[config.mk]
export PLATFORM = sky130hd
export DESIGN_NAME = ast_transmitter
export DESIGN_NICKNAME = d
export VERILOG_FILES = /design/src/hdl/ast_pkg.sv /design/src/hdl/ast_transmitter.sv
export SDC_FILE = /design/constraint.sdc
export NUM_CORES = 1
export LEC_CHECK = 0
export ABC_AREA = 1
export BUFFER_PORTS_ARGS = -buffer_cell sky130_fd_sc_hd__buf_4
export CAP_MARGIN = 15
export CORE_UTILIZATION = 30
export DETAILED_ROUTE_END_ITERATION = 7
export HOLD_SLACK_MARGIN = 0.15
export SLEW_MARGIN = 10
export SYNTH_ARGS = -nofsm -noshare
export SYNTH_HDL_FRONTEND = slang
export SYNTH_SLANG_ARGS = --single-unit
[constraint.sdc]
create_clock -name mclk -period 2.1 [get_ports mclk]
set_input_delay 0.21 -clock mclk [delete_from_list [all_inputs] [get_ports mclk]]
set_output_delay 0.21 -clock mclk [all_outputs]
set_load 0.03 [all_outputs]
[src/hdl/ast_pkg.sv]
// Constants, register map and state type of the asynchronous serial transmitter
// Function
// - Line rests at mark level whenever no character is being sent.
// - Frame is one space start bit, eight or nine data bits, mark stop bit.
// - Every bit on the line lasts exactly one baud period.
// - Baud rate comes from system clock through an 8-bit divisor, shared format.
// - Data bits go out least significant first; no hardware parity.
// - Sending runs only with transmit enable set, clocked mode clear, port enabled.
// - Port enable forces transmit pin to output and receive pin to input.
// - Holding register write starts sending; empty shifter loads it at once.
// - Busy shifter: character waits, loads within one instruction cycle after stop.
// - Buffer-empty flag set when enabled and nothing queued; clear when queued or transmit enable clear.
// - Buffer-empty flag shows new state once two instruction cycles after write have passed.
// - Buffer-empty flag read-only, set by transmit enable, ignores its irq enable.
// - Interrupt when flag, its enable, global and peripheral gates all set.
// - Shifter-empty flag read-only, clear from load until last bit, no interrupt.
// - Nine-bit mode sends ninth register bit as MSB, loaded with the write.
// - Reset leaves control/status reading only shifter-empty set, divisor zero.
package ast_pkg;

  // Word-aligned byte offsets on the bus
  localparam logic [7:0] OFS_TX_CTRL_STATUS = 8'h00;
  localparam logic [7:0] OFS_RX_CTRL_STATUS = 8'h04;
  localparam logic [7:0] OFS_BAUD_DIVISOR = 8'h08;
  localparam logic [7:0] OFS_TX_HOLDING = 8'h0c;
  localparam logic [7:0] OFS_PERIPH_FLAGS = 8'h10;
  localparam logic [7:0] OFS_PERIPH_IRQ_EN = 8'h14;
  localparam logic [7:0] OFS_IRQ_GATES = 8'h18;

  // Bit positions
  localparam int B_NINE_BIT_SEL = 6;
  localparam int B_TRANSMIT_EN = 5;
  localparam int B_CLOCKED_MODE = 4;
  localparam int B_BAUD_HIGH = 2;
  localparam int B_SHIFTER_EMPTY = 1;
  localparam int B_NINTH_BIT = 0;
  localparam int B_PORT_EN = 7;
  localparam int B_TX_BUF_FLAG = 4;
  localparam int B_GLOBAL_IRQ = 7;
  localparam int B_PERIPH_GATE = 6;

  // Reset values and writable masks
  localparam logic [7:0] TX_CTRL_RST = 8'h02;
  localparam logic [7:0] TX_CTRL_WMASK = 8'hf5;
  localparam logic [7:0] RX_CTRL_RST = 8'h00;
  localparam logic [7:0] RX_CTRL_WMASK = 8'hf8;
  localparam logic [7:0] BAUD_RST = 8'h00;
  localparam logic [7:0] HOLD_RST = 8'h00;
  localparam logic [7:0] IRQ_EN_RST = 8'h00;
  localparam logic [7:0] GATES_RST = 8'h00;
  localparam logic [7:0] GATES_WMASK = 8'hc0;
  localparam logic [7:0] FLAG_TXBUF_MASK = 8'h10;

  // Baud prescale: clocks per divisor step, low and high speed
  localparam logic [6:0] PRESC_LOW_M1 = 7'h3f;
  localparam logic [6:0] PRESC_HIGH_M1 = 7'h0f;

  // Data bits per frame
  localparam logic [3:0] DATA_BITS_STD = 4'h8;
  localparam logic [3:0] DATA_BITS_NINE = 4'h9;

  // Instruction cycle and buffer-flag settling time
  localparam int CLK_PERIOD_NS = 8;
  localparam int TCY_NS = 32;
  localparam int TCY_CYCLES = (TCY_NS + CLK_PERIOD_NS - 1) / CLK_PERIOD_NS;
  localparam int FLAG_SETTLE_TCY = 2;
  localparam logic [3:0] FLAG_SETTLE_M1 = 4'(FLAG_SETTLE_TCY * TCY_CYCLES - 1);

  typedef enum logic [1:0] {
    ST_IDLE = 2'b00,
    ST_START = 2'b01,
    ST_DATA = 2'b10,
    ST_STOP = 2'b11
  } ast_state_e;

endpackage : ast_pkg

[src/hdl/ast_transmitter.sv]
// Asynchronous serial transmitter with classic Wishbone register slave
`timescale 1ns/1ps
`default_nettype none
module ast_transmitter (
  input wire logic mclk,
  input wire logic reset,
  input wire logic wb_cyc_i,
  input wire logic wb_stb_i,
  input wire logic wb_we_i,
  input wire logic [7:0] wb_adr_i,
  input wire logic [3:0] wb_sel_i,
  input wire logic [31:0] wb_dat_i,
  output logic [31:0] wb_dat_o,
  output logic wb_ack_o,
  output logic transmit_pin_out,
  output logic transmit_pin_oe,
  output logic receive_pin_oe,
  output logic tx_irq
);

  // Registers
  logic [7:0] tx_ctrl_status_ff;
  logic [7:0] rx_ctrl_status_ff;
  logic [7:0] baud_divisor_ff;
  logic [7:0] tx_holding_reg_ff;
  logic ninth_hold_ff;
  logic hold_full_ff;
  logic [7:0] periph_irq_enable_one_ff;
  logic [7:0] irq_gates_ff;
  ast_pkg::ast_state_e state_ff;
  logic [8:0] tx_shift_reg_ff;
  logic [3:0] nbits_ff;
  logic [3:0] bitcnt_ff;
  logic [6:0] pre_ff;
  logic [7:0] brg_ff;
  logic tx_out_ff;
  logic tx_oe_ff;
  logic rx_oe_ff;
  logic tx_buffer_empty_flag_ff;
  logic [3:0] settle_ff;
  logic irq_ff;
  logic ack_ff;
  logic [31:0] dat_ff;

  // Bus decode
  wire wb_req = wb_cyc_i & wb_stb_i & ~ack_ff;
  wire wb_wr = wb_req & wb_we_i & wb_sel_i[0];
  wire hit_txcs = wb_adr_i[7:2] == ast_pkg::OFS_TX_CTRL_STATUS[7:2];
  wire hit_rxcs = wb_adr_i[7:2] == ast_pkg::OFS_RX_CTRL_STATUS[7:2];
  wire hit_baud = wb_adr_i[7:2] == ast_pkg::OFS_BAUD_DIVISOR[7:2];
  wire hit_hold = wb_adr_i[7:2] == ast_pkg::OFS_TX_HOLDING[7:2];
  wire hit_flags = wb_adr_i[7:2] == ast_pkg::OFS_PERIPH_FLAGS[7:2];
  wire hit_irqen = wb_adr_i[7:2] == ast_pkg::OFS_PERIPH_IRQ_EN[7:2];
  wire hit_gates = wb_adr_i[7:2] == ast_pkg::OFS_IRQ_GATES[7:2];
  wire wr_hold = wb_wr & hit_hold;

  // Control bits
  wire transmit_enable = tx_ctrl_status_ff[ast_pkg::B_TRANSMIT_EN];
  wire clocked_mode = tx_ctrl_status_ff[ast_pkg::B_CLOCKED_MODE];
  wire port_enable = rx_ctrl_status_ff[ast_pkg::B_PORT_EN];
  wire nine_bit_tx_select = tx_ctrl_status_ff[ast_pkg::B_NINE_BIT_SEL];
  wire ninth_tx_bit = tx_ctrl_status_ff[ast_pkg::B_NINTH_BIT];
  wire baud_high_speed = tx_ctrl_status_ff[ast_pkg::B_BAUD_HIGH];
  wire tx_buffer_irq_enable = periph_irq_enable_one_ff[ast_pkg::B_TX_BUF_FLAG];
  wire global_irq_enable = irq_gates_ff[ast_pkg::B_GLOBAL_IRQ];
  wire periph_irq_gate = irq_gates_ff[ast_pkg::B_PERIPH_GATE];

  // Async transmission only in this exact mode
  wire run = transmit_enable & ~clocked_mode & port_enable;
  wire shifter_empty_flag = state_ff == ast_pkg::ST_IDLE;

  // Baud generator: presc * (divisor + 1) clocks per bit
  wire [6:0] presc_m1 = baud_high_speed ? ast_pkg::PRESC_HIGH_M1 : ast_pkg::PRESC_LOW_M1;
  wire pre_wrap = pre_ff == presc_m1;
  wire bit_tick = pre_wrap & (brg_ff == baud_divisor_ff);
  wire counting = run & (state_ff != ast_pkg::ST_IDLE);
  wire [6:0] nxt_pre = (~counting | pre_wrap) ? 7'h00 : 7'(pre_ff + 7'h01);
  wire [7:0] nxt_brg = (~counting | bit_tick) ? 8'h00 :
                       pre_wrap ? 8'(brg_ff + 8'h01) : brg_ff;

  // Loading the shifter: idle with a character waiting, or right at stop end
  wire load_idle = run & shifter_empty_flag & hold_full_ff;
  wire load_stop = run & (state_ff == ast_pkg::ST_STOP) & bit_tick & hold_full_ff;
  wire load = load_idle | load_stop;
  wire last_data = bitcnt_ff == 4'(nbits_ff - 4'h1);

  ast_pkg::ast_state_e nxt_state;
  always_comb begin
    nxt_state = state_ff;
    case (state_ff)
      ast_pkg::ST_IDLE: begin
        if (load_idle) begin
          nxt_state = ast_pkg::ST_START;
        end
      end
      ast_pkg::ST_START: begin
        if (bit_tick) begin
          nxt_state = ast_pkg::ST_DATA;
        end
      end
      ast_pkg::ST_DATA: begin
        if (bit_tick & last_data) begin
          nxt_state = ast_pkg::ST_STOP;
        end
      end
      ast_pkg::ST_STOP: begin
        if (bit_tick) begin
          nxt_state = load_stop ? ast_pkg::ST_START : ast_pkg::ST_IDLE;
        end
      end
      default: begin
        nxt_state = ast_pkg::ST_IDLE;
      end
    endcase
    // Losing the enable aborts the frame in progress
    if (!run) begin
      nxt_state = ast_pkg::ST_IDLE;
    end
  end

  // Shift right so bit 0 leaves first ninth bit is the MSB
  wire [8:0] nxt_shift = load ? {ninth_hold_ff, tx_holding_reg_ff} :
                         (state_ff == ast_pkg::ST_DATA && bit_tick) ?
                         {1'b0, tx_shift_reg_ff[8:1]} : tx_shift_reg_ff;
  wire [3:0] nxt_nbits = load ? (nine_bit_tx_select ? ast_pkg::DATA_BITS_NINE :
                                 ast_pkg::DATA_BITS_STD) : nbits_ff;
  wire [3:0] nxt_bitcnt = (state_ff == ast_pkg::ST_DATA && bit_tick) ? 4'(bitcnt_ff + 4'h1) :
                          (state_ff == ast_pkg::ST_DATA) ? bitcnt_ff : 4'h0;

  // Line level follows next state so pin and state agree each cycle
  wire nxt_tx_out = (nxt_state == ast_pkg::ST_START) ? 1'b0 :
                    (nxt_state == ast_pkg::ST_DATA) ? nxt_shift[0] : 1'b1;

  // Write sets the holding flag and wins over a same-cycle load; port off drops it
  wire nxt_hold_full = ~port_enable ? 1'b0 : wr_hold ? 1'b1 : load ? 1'b0 : hold_full_ff;

  // Buffer-empty flag: live value, frozen for two instruction cycles after a write
  wire tx_buffer_empty_flag_live = transmit_enable & ~hold_full_ff;
  wire nxt_tx_buffer_empty_flag = (settle_ff != 4'h0) ? tx_buffer_empty_flag_ff : tx_buffer_empty_flag_live;
  wire [3:0] nxt_settle = wr_hold ? ast_pkg::FLAG_SETTLE_M1 :
                          (settle_ff != 4'h0) ? 4'(settle_ff - 4'h1) : 4'h0;
  wire nxt_irq = tx_buffer_empty_flag_ff & tx_buffer_irq_enable & global_irq_enable & periph_irq_gate;

  // Register read mux; unmapped offsets read zero and still ack
  wire [7:0] tx_ctrl_rd = {tx_ctrl_status_ff[7:2], shifter_empty_flag, tx_ctrl_status_ff[0]};
  wire [7:0] flags_rd = ast_pkg::FLAG_TXBUF_MASK & {8{tx_buffer_empty_flag_ff}};
  wire [7:0] rd_byte = hit_txcs ? tx_ctrl_rd :
                       hit_rxcs ? rx_ctrl_status_ff :
                       hit_baud ? baud_divisor_ff :
                       hit_hold ? tx_holding_reg_ff :
                       hit_flags ? flags_rd :
                       hit_irqen ? periph_irq_enable_one_ff :
                       hit_gates ? irq_gates_ff : 8'h00;
  wire [7:0] wdat = wb_dat_i[7:0];

  always_ff @(posedge mclk) begin
    if (reset) begin
      tx_ctrl_status_ff <= ast_pkg::TX_CTRL_RST & ast_pkg::TX_CTRL_WMASK;
      rx_ctrl_status_ff <= ast_pkg::RX_CTRL_RST;
      baud_divisor_ff <= ast_pkg::BAUD_RST;
      periph_irq_enable_one_ff <= ast_pkg::IRQ_EN_RST;
      irq_gates_ff <= ast_pkg::GATES_RST;
    end else if (wb_wr) begin
      if (hit_txcs) begin
        tx_ctrl_status_ff <= wdat & ast_pkg::TX_CTRL_WMASK;
      end
      if (hit_rxcs) begin
        rx_ctrl_status_ff <= wdat & ast_pkg::RX_CTRL_WMASK;
      end
      if (hit_baud) begin
        baud_divisor_ff <= wdat;
      end
      if (hit_irqen) begin
        periph_irq_enable_one_ff <= wdat;
      end
      if (hit_gates) begin
        irq_gates_ff <= wdat & ast_pkg::GATES_WMASK;
      end
    end
  end

  // Ninth bit captured with the data so both move together
  always_ff @(posedge mclk) begin
    if (reset) begin
      tx_holding_reg_ff <= ast_pkg::HOLD_RST;
      ninth_hold_ff <= 1'b0;
    end else if (wr_hold) begin
      tx_holding_reg_ff <= wdat;
      ninth_hold_ff <= ninth_tx_bit;
    end
  end

  always_ff @(posedge mclk) begin
    if (reset) begin
      state_ff <= ast_pkg::ST_IDLE;
      tx_shift_reg_ff <= 9'h000;
      nbits_ff <= ast_pkg::DATA_BITS_STD;
      bitcnt_ff <= 4'h0;
      pre_ff <= 7'h00;
      brg_ff <= 8'h00;
      hold_full_ff <= 1'b0;
      tx_out_ff <= 1'b1;
    end else begin
      state_ff <= nxt_state;
      tx_shift_reg_ff <= nxt_shift;
      nbits_ff <= nxt_nbits;
      bitcnt_ff <= nxt_bitcnt;
      pre_ff <= nxt_pre;
      brg_ff <= nxt_brg;
      hold_full_ff <= nxt_hold_full;
      tx_out_ff <= nxt_tx_out;
    end
  end

  // Pin direction forced by the port enable
  always_ff @(posedge mclk) begin
    if (reset) begin
      tx_oe_ff <= 1'b0;
      rx_oe_ff <= 1'b0;
    end else begin
      tx_oe_ff <= port_enable;
      rx_oe_ff <= 1'b0;
    end
  end

  always_ff @(posedge mclk) begin
    if (reset) begin
      tx_buffer_empty_flag_ff <= 1'b0;
      settle_ff <= 4'h0;
      irq_ff <= 1'b0;
    end else begin
      tx_buffer_empty_flag_ff <= nxt_tx_buffer_empty_flag;
      settle_ff <= nxt_settle;
      irq_ff <= nxt_irq;
    end
  end

  // Ack one cycle after the request, dropped the cycle after
  always_ff @(posedge mclk) begin
    if (reset) begin
      ack_ff <= 1'b0;
      dat_ff <= 32'h0000_0000;
    end else begin
      ack_ff <= wb_req;
      dat_ff <= wb_req ? {24'h00_0000, rd_byte} : 32'h0000_0000;
    end
  end

  // Cycles spent on the current bit, checked against the divisor setting
  logic [14:0] dwell_ff;
  wire [14:0] bit_len_m1 = 15'(({8'h00, presc_m1} + 15'h0001) *
                           ({7'h00, baud_divisor_ff} + 15'h0001) - 15'h0001);
  wire [14:0] nxt_dwell = (bit_tick | (nxt_state != state_ff)) ? 15'h0000 :
                          15'(dwell_ff + 15'h0001);

  always_ff @(posedge mclk) begin
    if (reset) begin
      dwell_ff <= 15'h0000;
    end else begin
      dwell_ff <= nxt_dwell;
    end
  end

  assign wb_ack_o = ack_ff;
  assign wb_dat_o = dat_ff;
  assign transmit_pin_out = tx_out_ff;
  assign transmit_pin_oe = tx_oe_ff;
  assign receive_pin_oe = rx_oe_ff;
  assign tx_irq = irq_ff;
endmodule : ast_transmitter
`default_nettype wire

==> metrics.txt, run 1 <==
vias in the first global route=between 3,000 and 4,000; critical path type=flop to flop; antenna cells=0; EDFF count, synth=0; Clock Latency Late Sink=between 0.3 and 0.4 ns; Synthesis Warnings=0; #FFs+latches synth=87; CP endpoint kind=flop; leading area contributor after synthesis=dfxtp_1; DR vias=3,627; CTS sink cnt=87; DRT iter0 DRCs=184; most frequent cells in the layout=nand2_1 (107), nor2_1 (93), dfxtp_1 (87); required time worst endpoint=approximately 2.3 ns; DRC viols=0; CP max stage cell=dfxtp_1; Std-Cell Rows=42; Pre-antenna DRT Iters=4; Setup Skew=0.0119 ns; PD cells=slightly below 700 nW/µm²; largest net degree at the start of global routing=28; asr flop ratio synth=0; first-pass GRT wire length=16,100 µm; htree depth=3; Max stage delay on crit path=~0.36 ns; Tcrit/Tclk final=0.906; gr ovfl total=0; Detail Route Antenna Nets=0; area grow syn2layout=18.3%; Max Fclk=526 MHz; die area=approximately 14,000 µm²; CTS tree=done; cells along the critical path=ha_1 -> nand3_2 -> nor2_4 -> nand3_4 -> inv_2 -> nand3_4 -> buf_12 -> nor2_8 -> nand2_2 -> nand3_2 -> nand2_2 -> nand2_2 -> nand3_2; Die H=118 µm; Longest Clk Path Bufs=2; Yosys top cell area share=0.431; GPL Wtd Cong=between 0.7 and 0.8; max-cap violation count=0; syn_area_per_cell=7.26 µm²; initial core utilization=0.306; CP Data Arrival Time=2.11 ns; Mapped Cells=556; hold crit path type=primary input to flop; num ports=86; Synth area leaders=dfxtp_1 (43%), nand2_1 (9.9%), nor2_1 (8.7%), o21ai_0 (5.8%), inv_1 (4.8%); RSZ-0062 raised after global routing=false; Worst Path Max Fanout=9; register area share after synthesis=0.431; leakage=0.00188 µW; nets@finish=approximately 650; via-per-instance ratio=4.64; placed cell count=758; Tmin final=1.90 ns; aggregate global-route resource usage=0.146; Synth Cell Area=4040 µm²; Worst IR Drop VDD=0.324 mV; cts bufs inserted=9; fin. max-slew vios=0; setup TNS=0 ns; CORE AREA=about 13,000 µm²; Startpoint Class=flop; leading cell type in the layout, fill and taps excluded=nand2_1; Wirelength per Cell=between 10 and 15 µm; layout cells sized above 1=0.142; clock root buffer=clkbuf_16; DRT Wirelength=9870 µm; Hold Violations, Final=0; Unique masters post-synth=40; Die W=roughly 120 µm; Post-synth top flop=dfxtp_1; clock-pin slew on the worst setup and hold paths=0.07 ns; hpwl dp=7300 µm; status=complete, no violations; Setup Viol. Count Final=0; initial antenna violation count=0; Final Non-Filler Cells=just under 800; Port-buffer cells=31
-- repair_timing --
action                                 4_1_cts  5_1_grt
setup endpoints to repair                    0       15
endpoints found under the hold margin        7        0
hold buffers                                 5        0
resized for setup                            0        6
setup buffers                                0        3
-- flip-flops by register name, summed over array words and instances, names as in the netlist --
signal	count
baud_divisor_ff	8
bitcnt_ff	4
brg_ff	8
hold_full_ff	1
irq_gates_ff	2
nbits_ff	1
ninth_hold_ff	1
periph_irq_enable_one_ff	8
pre_ff	7
rx_ctrl_status_ff	5
settle_ff	4
state_ff	2
transmit_pin_oe	1
transmit_pin_out	1
tx_buffer_empty_flag_ff	1
tx_ctrl_status_ff	6
tx_holding_reg_ff	8
tx_irq	1
tx_shift_reg_ff	9
wb_ack_o	1
wb_dat_o	8
-- worst max-delay path: cells and delay by family (launching register included) --
kind | cells | cell delay (ns)
flip-flops | 1 | 0.36
AND/OR/NAND/NOR | 10 | 0.93
buffers and inverters | 2 | 0.26
adder cells (fa/ha/maj) | 1 | 0.22
-- kinds of logic (layout without fill, tap and decap cells) --
group           Yosys count  in the layout  share of synthesized area
compound gates          103            103                      0.143
xor+xnor                  6              6                     0.0130
fa+ha+maj                 3              3                    0.00930
buf+inv                  93            118                      0.112
flops                    87             87                      0.431
other cells               1             25                   0.000929
simple gates            263            263                      0.290
-- through the flow --
stage,utilization,hold WS (ns),worst slack (ns),area (µm²),power (µW)
4_1_cts,0.358,0.160,0.0309,4720,3340
5_1_grt,0.362,0.173,0.0106,4780,3420
6_report,0.362,0.164,0.198,4780,3310
3_3_place_gp,0.333,0.428,0.142,4390,1850
2_1_floorplan,-,0.345,0.389,4130,1830
3_5_place_dp,0.333,0.455,0.0301,4390,1850
-- cells in the mapped netlist (all sizes together), types with 2 or more instances --
cell type	n
o21ai	49
ha	3
clkbuf	7
nor2	105
nand4	3
xnor2	4
nand3	31
nor3	6
a31oi	11
buf	29
inv	56
dfxtp	87
nor3b	4
nand2	112
xor2	2
a41oi	5
a21oi	30
-- final cells by class --
type	instances	area, µm²
Clock buffer	10	239
Multi-Input combinational cell	400	1960
Clock inverter	5	33.8
Inverter	57	214
Tap cell	176	220
Timing Repair Buffer	46	370
Sequential cell	87	1740
Fill cell	1393	8410
-- final timing paths --
kind                             startpoint                   end  slack (ns)  cells past startpoint
worst max-delay path              pre_ff[0]      transmit_pin_out        0.20                     13
worst min-delay path            wb_dat_i[6]  tx_ctrl_status_ff[6]        0.16                      3
worst max register to register    pre_ff[0]      transmit_pin_out        0.20                     13
worst min register to register    pre_ff[0]             pre_ff[0]        0.46                      1
-- metal layers --
| layer | share of wire | up-vias | global-route usage |
|---|---|---|---|
| li1 | - | 1841 | - |
| met1 | 0.47 | 1675 | 0.191 |
| met2 | 0.47 | 99 | 0.230 |
| met3 | 0.046 | 12 | 0.0271 |
| met4 | 0.017 | 0 | 0.0745 |
| met5 | 0 | - | 0 |
-- power breakdown --
| part | leakage [µW] | internal [µW] | switching [µW] |
|---|---|---|---|
| Sequential | 0.000701 | 1650 | 1.25 |
| Combinational | 0.00105 | 43.5 | 123 |
| Clock | 0.000131 | 827 | 660 |
| Total | 0.00188 | 2520 | 785 |
Note: power is estimated with default switching activity, not from simulation.
==> inputs of run 2 (changes only) <==
--- a/config.mk
+++ b/config.mk
@@ -5,8 +5,7 @@
 export SDC_FILE = /design/constraint.sdc
 export NUM_CORES = 1
 export LEC_CHECK = 0
-export ABC_AREA = 1
-export BUFFER_PORTS_ARGS = -buffer_cell sky130_fd_sc_hd__buf_4
+export BUFFER_PORTS_ARGS = -buffer_cell sky130_fd_sc_hd__buf_2
 export CAP_MARGIN = 15
 export CORE_UTILIZATION = 30
 export DETAILED_ROUTE_END_ITERATION = 7
==> metrics.txt, run 2 <==
Setup Skew=0.00837 ns (-0.00348 ns); max FFs per register=9 (unchanged); gr ovfl total=0 (unchanged); fin util=0.376 (+0.0135); Pre-antenna DRT Iters=5 (+1); initial antenna violation count=0 (unchanged); Die W=117 µm (-0.52%); commonest cells in the netlist=dfxtp_1 (87), nand2_1 (58), nor2_1 (54), a21oi_1 (30), mux2i_1 (30); Clock Latency Late Sink=0.34 ns (about the same); slew margin rel.=0.614; status=complete, no violations; leading area contributor after synthesis=dfxtp_1; area grow syn2layout=20.6%; R2R Setup Slk=0.01 ns (-0.19 ns); first-pass GRT wire length=15,400 µm (-4.4%); Unique masters post-synth=52 (+30%); PD cells=750 nW/µm² (+8.4%); setup TNS=0 ns (unchanged); antenna cells=0 (unchanged); Std-Cell Rows=41 (-2.4%); Synth Cell Area=4000 µm² (-1.1%); Yosys top cell area share=0.436 (+0.00459); DRC viols=0 (unchanged); clock-pin slew on the worst setup and hold paths=0.06 ns (about the same); leading cell type in the layout, fill and taps excluded=dfxtp_1; required time worst endpoint=2.30 ns (about the same); critical path type=flop to flop; Detail Route Antenna Nets=0 (unchanged); DR vias=3,284 (-9.5%); Post-synth top flop=dfxtp_1; Worst Path Max Fanout=6 (-3); Tcrit/Tclk final=0.995 (+0.0897); switching share of power=0.214 (-0.0231); die area=13,800 µm² (-1.0%); CORE AREA=12,800 µm² (-2.8%); via-per-instance ratio=4.84 (+4.1%); CP Data Arrival Time=2.29 ns (+0.18 ns); Worst-Margin Slew=a little under 0.6 ns; num ports=86 (unchanged); largest net degree at the start of global routing=52 (+86%); Die H=117 µm (-0.52%); clock root buffer=clkbuf_16; RSZ-0062 raised after global routing=true; Port-buffer cells=31 (unchanged); Setup Viol. Count Final=0 (unchanged); DRT iter0 DRCs=151 (-18%); aggregate global-route resource usage=0.140 (-0.00611); syn_area_per_cell=8.88 µm² (+22%); R2R depth=7 (-6); hold depth=3 (unchanged); hold crit path type=primary input to flop; initial core utilization=0.312 (+0.00540); Worst IR Drop VDD=0.354 mV (+9.0%); CP endpoint kind=flop; leakage=0.00187 µW (-0.51%); Largest Register=tx_shift_reg_ff; layout cells sized above 1=0.203 (+0.0610); Hold Violations, Final=0 (unchanged); CTS tree=done; hpwl dp=6610 µm (-9.4%); htree depth=3 (unchanged); internal power=2840 µW (+13%); HP Start=wb_dat_i[0]; GPL Wtd Cong=0.764 (-4.3%); hold slack=0.161 ns (-0.00279 ns); Comb power frac=0.041 (-0.009); Wirelength per Cell=13.6 µm (+7.8%); nets@finish=554 (-15%); Psw=774 µW (-1.3%); most frequent cells in the layout=dfxtp_1 (84), nand2_1 (55), nor2_1 (54); cts bufs inserted=9 (unchanged); Mapped Cells=450 (-19%); vias in the first global route=3,102 (-7.4%); most numerous cell in the Yosys netlist=dfxtp_1; register area share after synthesis=0.436 (+0.00459); Synth area leaders=dfxtp_1 (44%), mux2i_1 (7.5%), nand2_1 (5.4%), nor2_1 (5.1%), buf_4 (4.7%); Endpoint, Worst Hold=tx_holding_reg_ff[0]; CTS sink cnt=87 (unchanged); Synthesis Warnings=0 (unchanged); clock share of power=0.502 (+0.052); Startpoint Class=flop; asr flop ratio synth=0 (unchanged); max-cap violation count=0 (unchanged); Tmin final=2.09 ns (+0.188 ns); Longest Clk Path Bufs=2 (unchanged); DRT Wirelength=9250 µm (-6.2%); Max Fclk=478 MHz (-9.0%); RR Endpoint=transmit_pin_out; part of the power in registers=0.457 (-0.043); R2R Path Start=pre_ff[5]; #FFs+latches synth=87 (unchanged); EDFF count, synth=0 (unchanged); fin. max-slew vios=0 (unchanged)
-- run 2: cell types whose count changed after synthesis, moves of 6 or more --
| cell | previous run | this run |
|---|---|---|
| a311oi_2 | 0 | 7 |
| a31oi_1 | 11 | 3 |
| clkbuf_1 | 7 | 13 |
| inv_1 | 52 | 4 |
| mux2i_1 | 0 | 30 |
| nand2_1 | 107 | 58 |
| nor2_1 | 94 | 54 |
| nor2_2 | 6 | 0 |
| nor3_1 | 6 | 12 |
| o21ai_0 | 47 | 9 |
| o2bb2ai_1 | 0 | 7 |
| xnor2_1 | 4 | 14 |
| xor2_1 | 2 | 10 |
-- run 2: final cells by class --
type,count,area [µm²]
clock buffers,10,229
well taps,172,215
inverters,5,18.8
repair buffers,60,399
multi-input cells,339,2100
flip-flops and latches,87,1750
fillers,1307,8010
clock inverters,6,109
-- run 2: what timing repair did --
| action | CTS | global route |
|---|---|---|
| endpoints found under the hold margin | 1 | 0 |
| pin swaps | 1 | 10 |
| buffers inserted | 0 | 4 |
| endpoints found under the setup margin | 10 | 12 |
| resized for setup | 1 | 17 |
| hold buffers | 1 | 0 |
-- run 2: layer usage --
layer,track usage,share of wire,up-vias,wire length [µm]
met2,0.216,0.46,111,4240
met3,0.0365,0.053,14,488
met5,0,0,-,0
met1,0.181,0.47,1545,4310
li1,-,-,1614,-
met4,0.0690,0.023,0,210
-- run 2: stage by stage --
step	setup WS [ns]	total power (µW)	cells	area [µm²]
after floorplan	0.0898	1820	474	4090
after global placement	0.0332	1830	658	4380
after detailed placement	-0.0165	1840	658	4380
after CTS	0.00163	3650	675	4740
after global routing	-0.0774	3730	679	4820
final	0.00986	3610	679	4820
-- run 2: logic make-up (layout without fill, tap and decap cells) --
| family | after synthesis | in the layout | synth area share |
|---|---|---|---|
| buffers and inverters | 48 | 81 | 0.0711 |
| xor gates and xnor gates | 24 | 24 | 0.0526 |
| adders and majority gates | 3 | 3 | 0.00940 |
| other | 1 | 25 | 0.000939 |
| AOI/OAI and AO/OA | 67 | 67 | 0.124 |
| muxes | 33 | 33 | 0.0836 |
| DFF | 87 | 87 | 0.436 |
| and+or+nand+nor | 187 | 187 | 0.222 |
-- run 2: worst max-delay path by stage --
stage,start,end,cells after the start
finish,pre_ff[5],transmit_pin_out,7
global route,pre_ff[5],transmit_pin_out,7
CTS,tx_ctrl_status_ff[2],tx_shift_reg_ff[5],6
detailed placement,tx_ctrl_status_ff[2],brg_ff[0],6
global placement,tx_ctrl_status_ff[2],brg_ff[7],6
floorplan,pre_ff[4],tx_shift_reg_ff[1],6
-- run 2: critical path, stage by stage (launching register included) --
cell and delay [ns]:
dfxtp_2 0.32, or3b_4 0.40, a211o_4 0.37, nor3_4 0.37, buf_4 0.18, inv_1 0.07
o22ai_1 0.12, a31oi_1 0.13
-- run 2: power groups by stage --
stage                     Sequential [µW]  Combinational, µW  Clock [µW]
after floorplan                      1690                133           0
after detailed placement             1690                147           0
after global routing                 1650                160        1920
after global placement               1690                145           0
final                                1650                149        1810
after CTS                            1650                149        1850
==> inputs of run 3 (changes only) <==
--- a/config.mk
+++ b/config.mk
@@ -7,9 +7,10 @@
 export LEC_CHECK = 0
 export BUFFER_PORTS_ARGS = -buffer_cell sky130_fd_sc_hd__buf_2
 export CAP_MARGIN = 15
-export CORE_UTILIZATION = 30
+export CORE_UTILIZATION = 54
 export DETAILED_ROUTE_END_ITERATION = 7
 export HOLD_SLACK_MARGIN = 0.15
+export PLACE_DENSITY = 0.79
 export SLEW_MARGIN = 10
 export SYNTH_ARGS = -nofsm -noshare
 export SYNTH_HDL_FRONTEND = slang
==> metrics.txt, run 3 (same netlist as run 2, synthesis figures left out) <==
violations in the final reports=setup timing; critical path type=flop to flop; Tcrit/Tclk final=1.00 (+0.00947); die area=7750 µm² (-44%); Setup Skew=0.00806 ns (-0.000313 ns); CP endpoint kind=flop; Setup Viol. Count Final=1 (+1); initial antenna violation count=0 (unchanged); first-pass GRT wire length=14,300 µm (-7.2%); Worst-Margin Slew=0.565 ns (-0.0133 ns); Longest Clk Path Bufs=2 (unchanged); Largest Register=tx_shift_reg_ff; post-route setup slack=-0.0100 ns (-0.0199 ns); vias in the first global route=3,102 (unchanged); CORE AREA=6980 µm² (-46%); grt peak-use layer=met2; pre-CTS setup slack=0.0600 ns (+0.0765 ns); M1 GR Usage=0.297 (+0.115); initial core utilization=0.572 (+0.261); cts bufs inserted=9 (unchanged); CTS tree=done; layout cells sized above 1=0.203 (-0.000400); Clock Latency Late Sink=0.36 ns (+0.02 ns); CTS sink cnt=87 (unchanged); num ports=86 (unchanged); Port-buffer cells=31 (unchanged); clock root buffer=clkbuf_8; CP Data Arrival Time=2.33 ns (+0.04 ns); Detail Route Antenna Nets=0 (unchanged); area grow syn2layout=15.7%; met2 Use GR=0.419 (+0.203); Pwr Total=2840 µW (-22%); nets@finish=556 (+0.36%); PD cells=614 nW/µm² (-18%); aggregate global-route resource usage=0.242 (+0.101); via-per-instance ratio=5.44 (+13%); Die W=88.0 µm (-25%); Worst IR Drop VDD=0.471 mV (+33%); DRT Wirelength=8900 µm (-3.9%); Std-Cell Rows=30 (-27%); met3 Track Usage GR=0.0462 (+0.00970); required time worst endpoint=2.32 ns (+0.02 ns); CP max stage cell=or3b_4; status=finished, violations left; RSZ-0062 raised after global routing=true; largest net degree at the start of global routing=49 (-5.8%); hold crit path type=primary input to flop; Worst Path Max Fanout=5 (-1); Placed Area=4270 µm² (-2.7%); Die H=88.0 µm (-25%); Startpoint Class=flop; antenna cells=0 (unchanged); Hold Violations, Final=0 (unchanged); placed cell count=579 (-12%); setup TNS=-0.0100 ns (-0.0100 ns); cells along the critical path=or3b_4 -> a211o_4 -> o41ai_4 -> nand2_4 -> o211ai_1 -> a31oi_1; Max stage delay on crit path=0.40 ns (about the same); gr ovfl total=0 (unchanged); leakage=0.00179 µW (-4.7%); Final Non-Filler Cells=604 (-11%); hpwl dp=6170 µm (-6.7%); Tmin final=2.11 ns (+0.0199 ns); max-cap violation count=0 (unchanged); slew margin rel.=0.620 (+0.00597); most frequent cells in the layout=dfxtp_1 (85), nand2_1 (57), nor2_1 (49); DR vias=3,288 (+0.12%); DRT iter0 DRCs=185 (+23%); DRC viols=0 (unchanged); GPL Wtd Cong=0.839 (+9.8%); fin. max-slew vios=0 (unchanged); htree depth=3 (unchanged); clock-pin slew on the worst setup and hold paths=0.08 ns (+0.02 ns); Pre-antenna DRT Iters=4 (-1); leading cell type in the layout, fill and taps excluded=dfxtp_1; Max Fclk=474 MHz (-0.94%); max FFs per register=9 (unchanged); Wirelength per Cell=14.7 µm (+8.1%); fin area=4620 µm² (-4.1%)
## run 3: cell count changes in the layout (fill, tap and decap cells not counted), moves of 2 or more
cell	before	now
nand2_1	55	57
clkbuf_8	0	10
bufinv_16	3	0
a21oi_1	30	28
a21oi_2	0	2
clkbuf_16	9	2
dlygate4sd3_1	1	7
buf_4	24	19
nand2_4	3	1
nor2_2	0	4
nor2_1	54	49
## run 3: worst max-delay path: cells and delay by family (launching register included)
kind / cells / cell delay [ns]
simple gates: 2 / 0.55
compound gates: 4 / 1.09
flops: 1 / 0.32
## run 3: path summary, 6_finish.rpt
kind	startpoint	to	slack, ns	cells after the start
max	pre_ff[4]	transmit_pin_out	-0.01	6
min	wb_dat_i[4]	tx_ctrl_status_ff[4]	0.16	3
max reg2reg	pre_ff[4]	transmit_pin_out	-0.01	6
min reg2reg	ninth_hold_ff	ninth_hold_ff	0.46	2
## run 3: power breakdown
part           internal [µW]  switching, µW
clock                    450            579
combinational           36.1            121
sequential              1650           1.13
## run 3: what timing repair did
item / in CTS / in global routing
resized for setup: 0 / 20
setup buffers: 0 / 1
hold buffers: 7 / 0
hold endpoints to repair: 10 / 0
setup endpoints to repair: 0 / 35
## run 3: stage by stage
| step | util | hold slack [ns] |
|---|---|---|
| after floorplan | - | 0.350 |
| after detailed placement | 0.611 | 0.449 |
| after CTS | 0.644 | 0.160 |
| final | 0.662 | 0.160 |
| after global placement | 0.611 | 0.425 |
| after global routing | 0.662 | 0.175 |
## run 3: layout make-up
cell class	instances	area, µm²
fill	591	2360
clock inverter	4	22.5
clock buffer	11	141
sequential	87	1740
tap	96	120
multi-input combinational	339	2110
inverter	5	18.8
timing repair buffer	62	460
## run 3: routing by layer
metal / routed length, µm / up-vias
li1: - / 1619
met1: 3980 / 1580
met2: 4420 / 75
met3: 340 / 14
met4: 155 / 0
met5: 0 / -
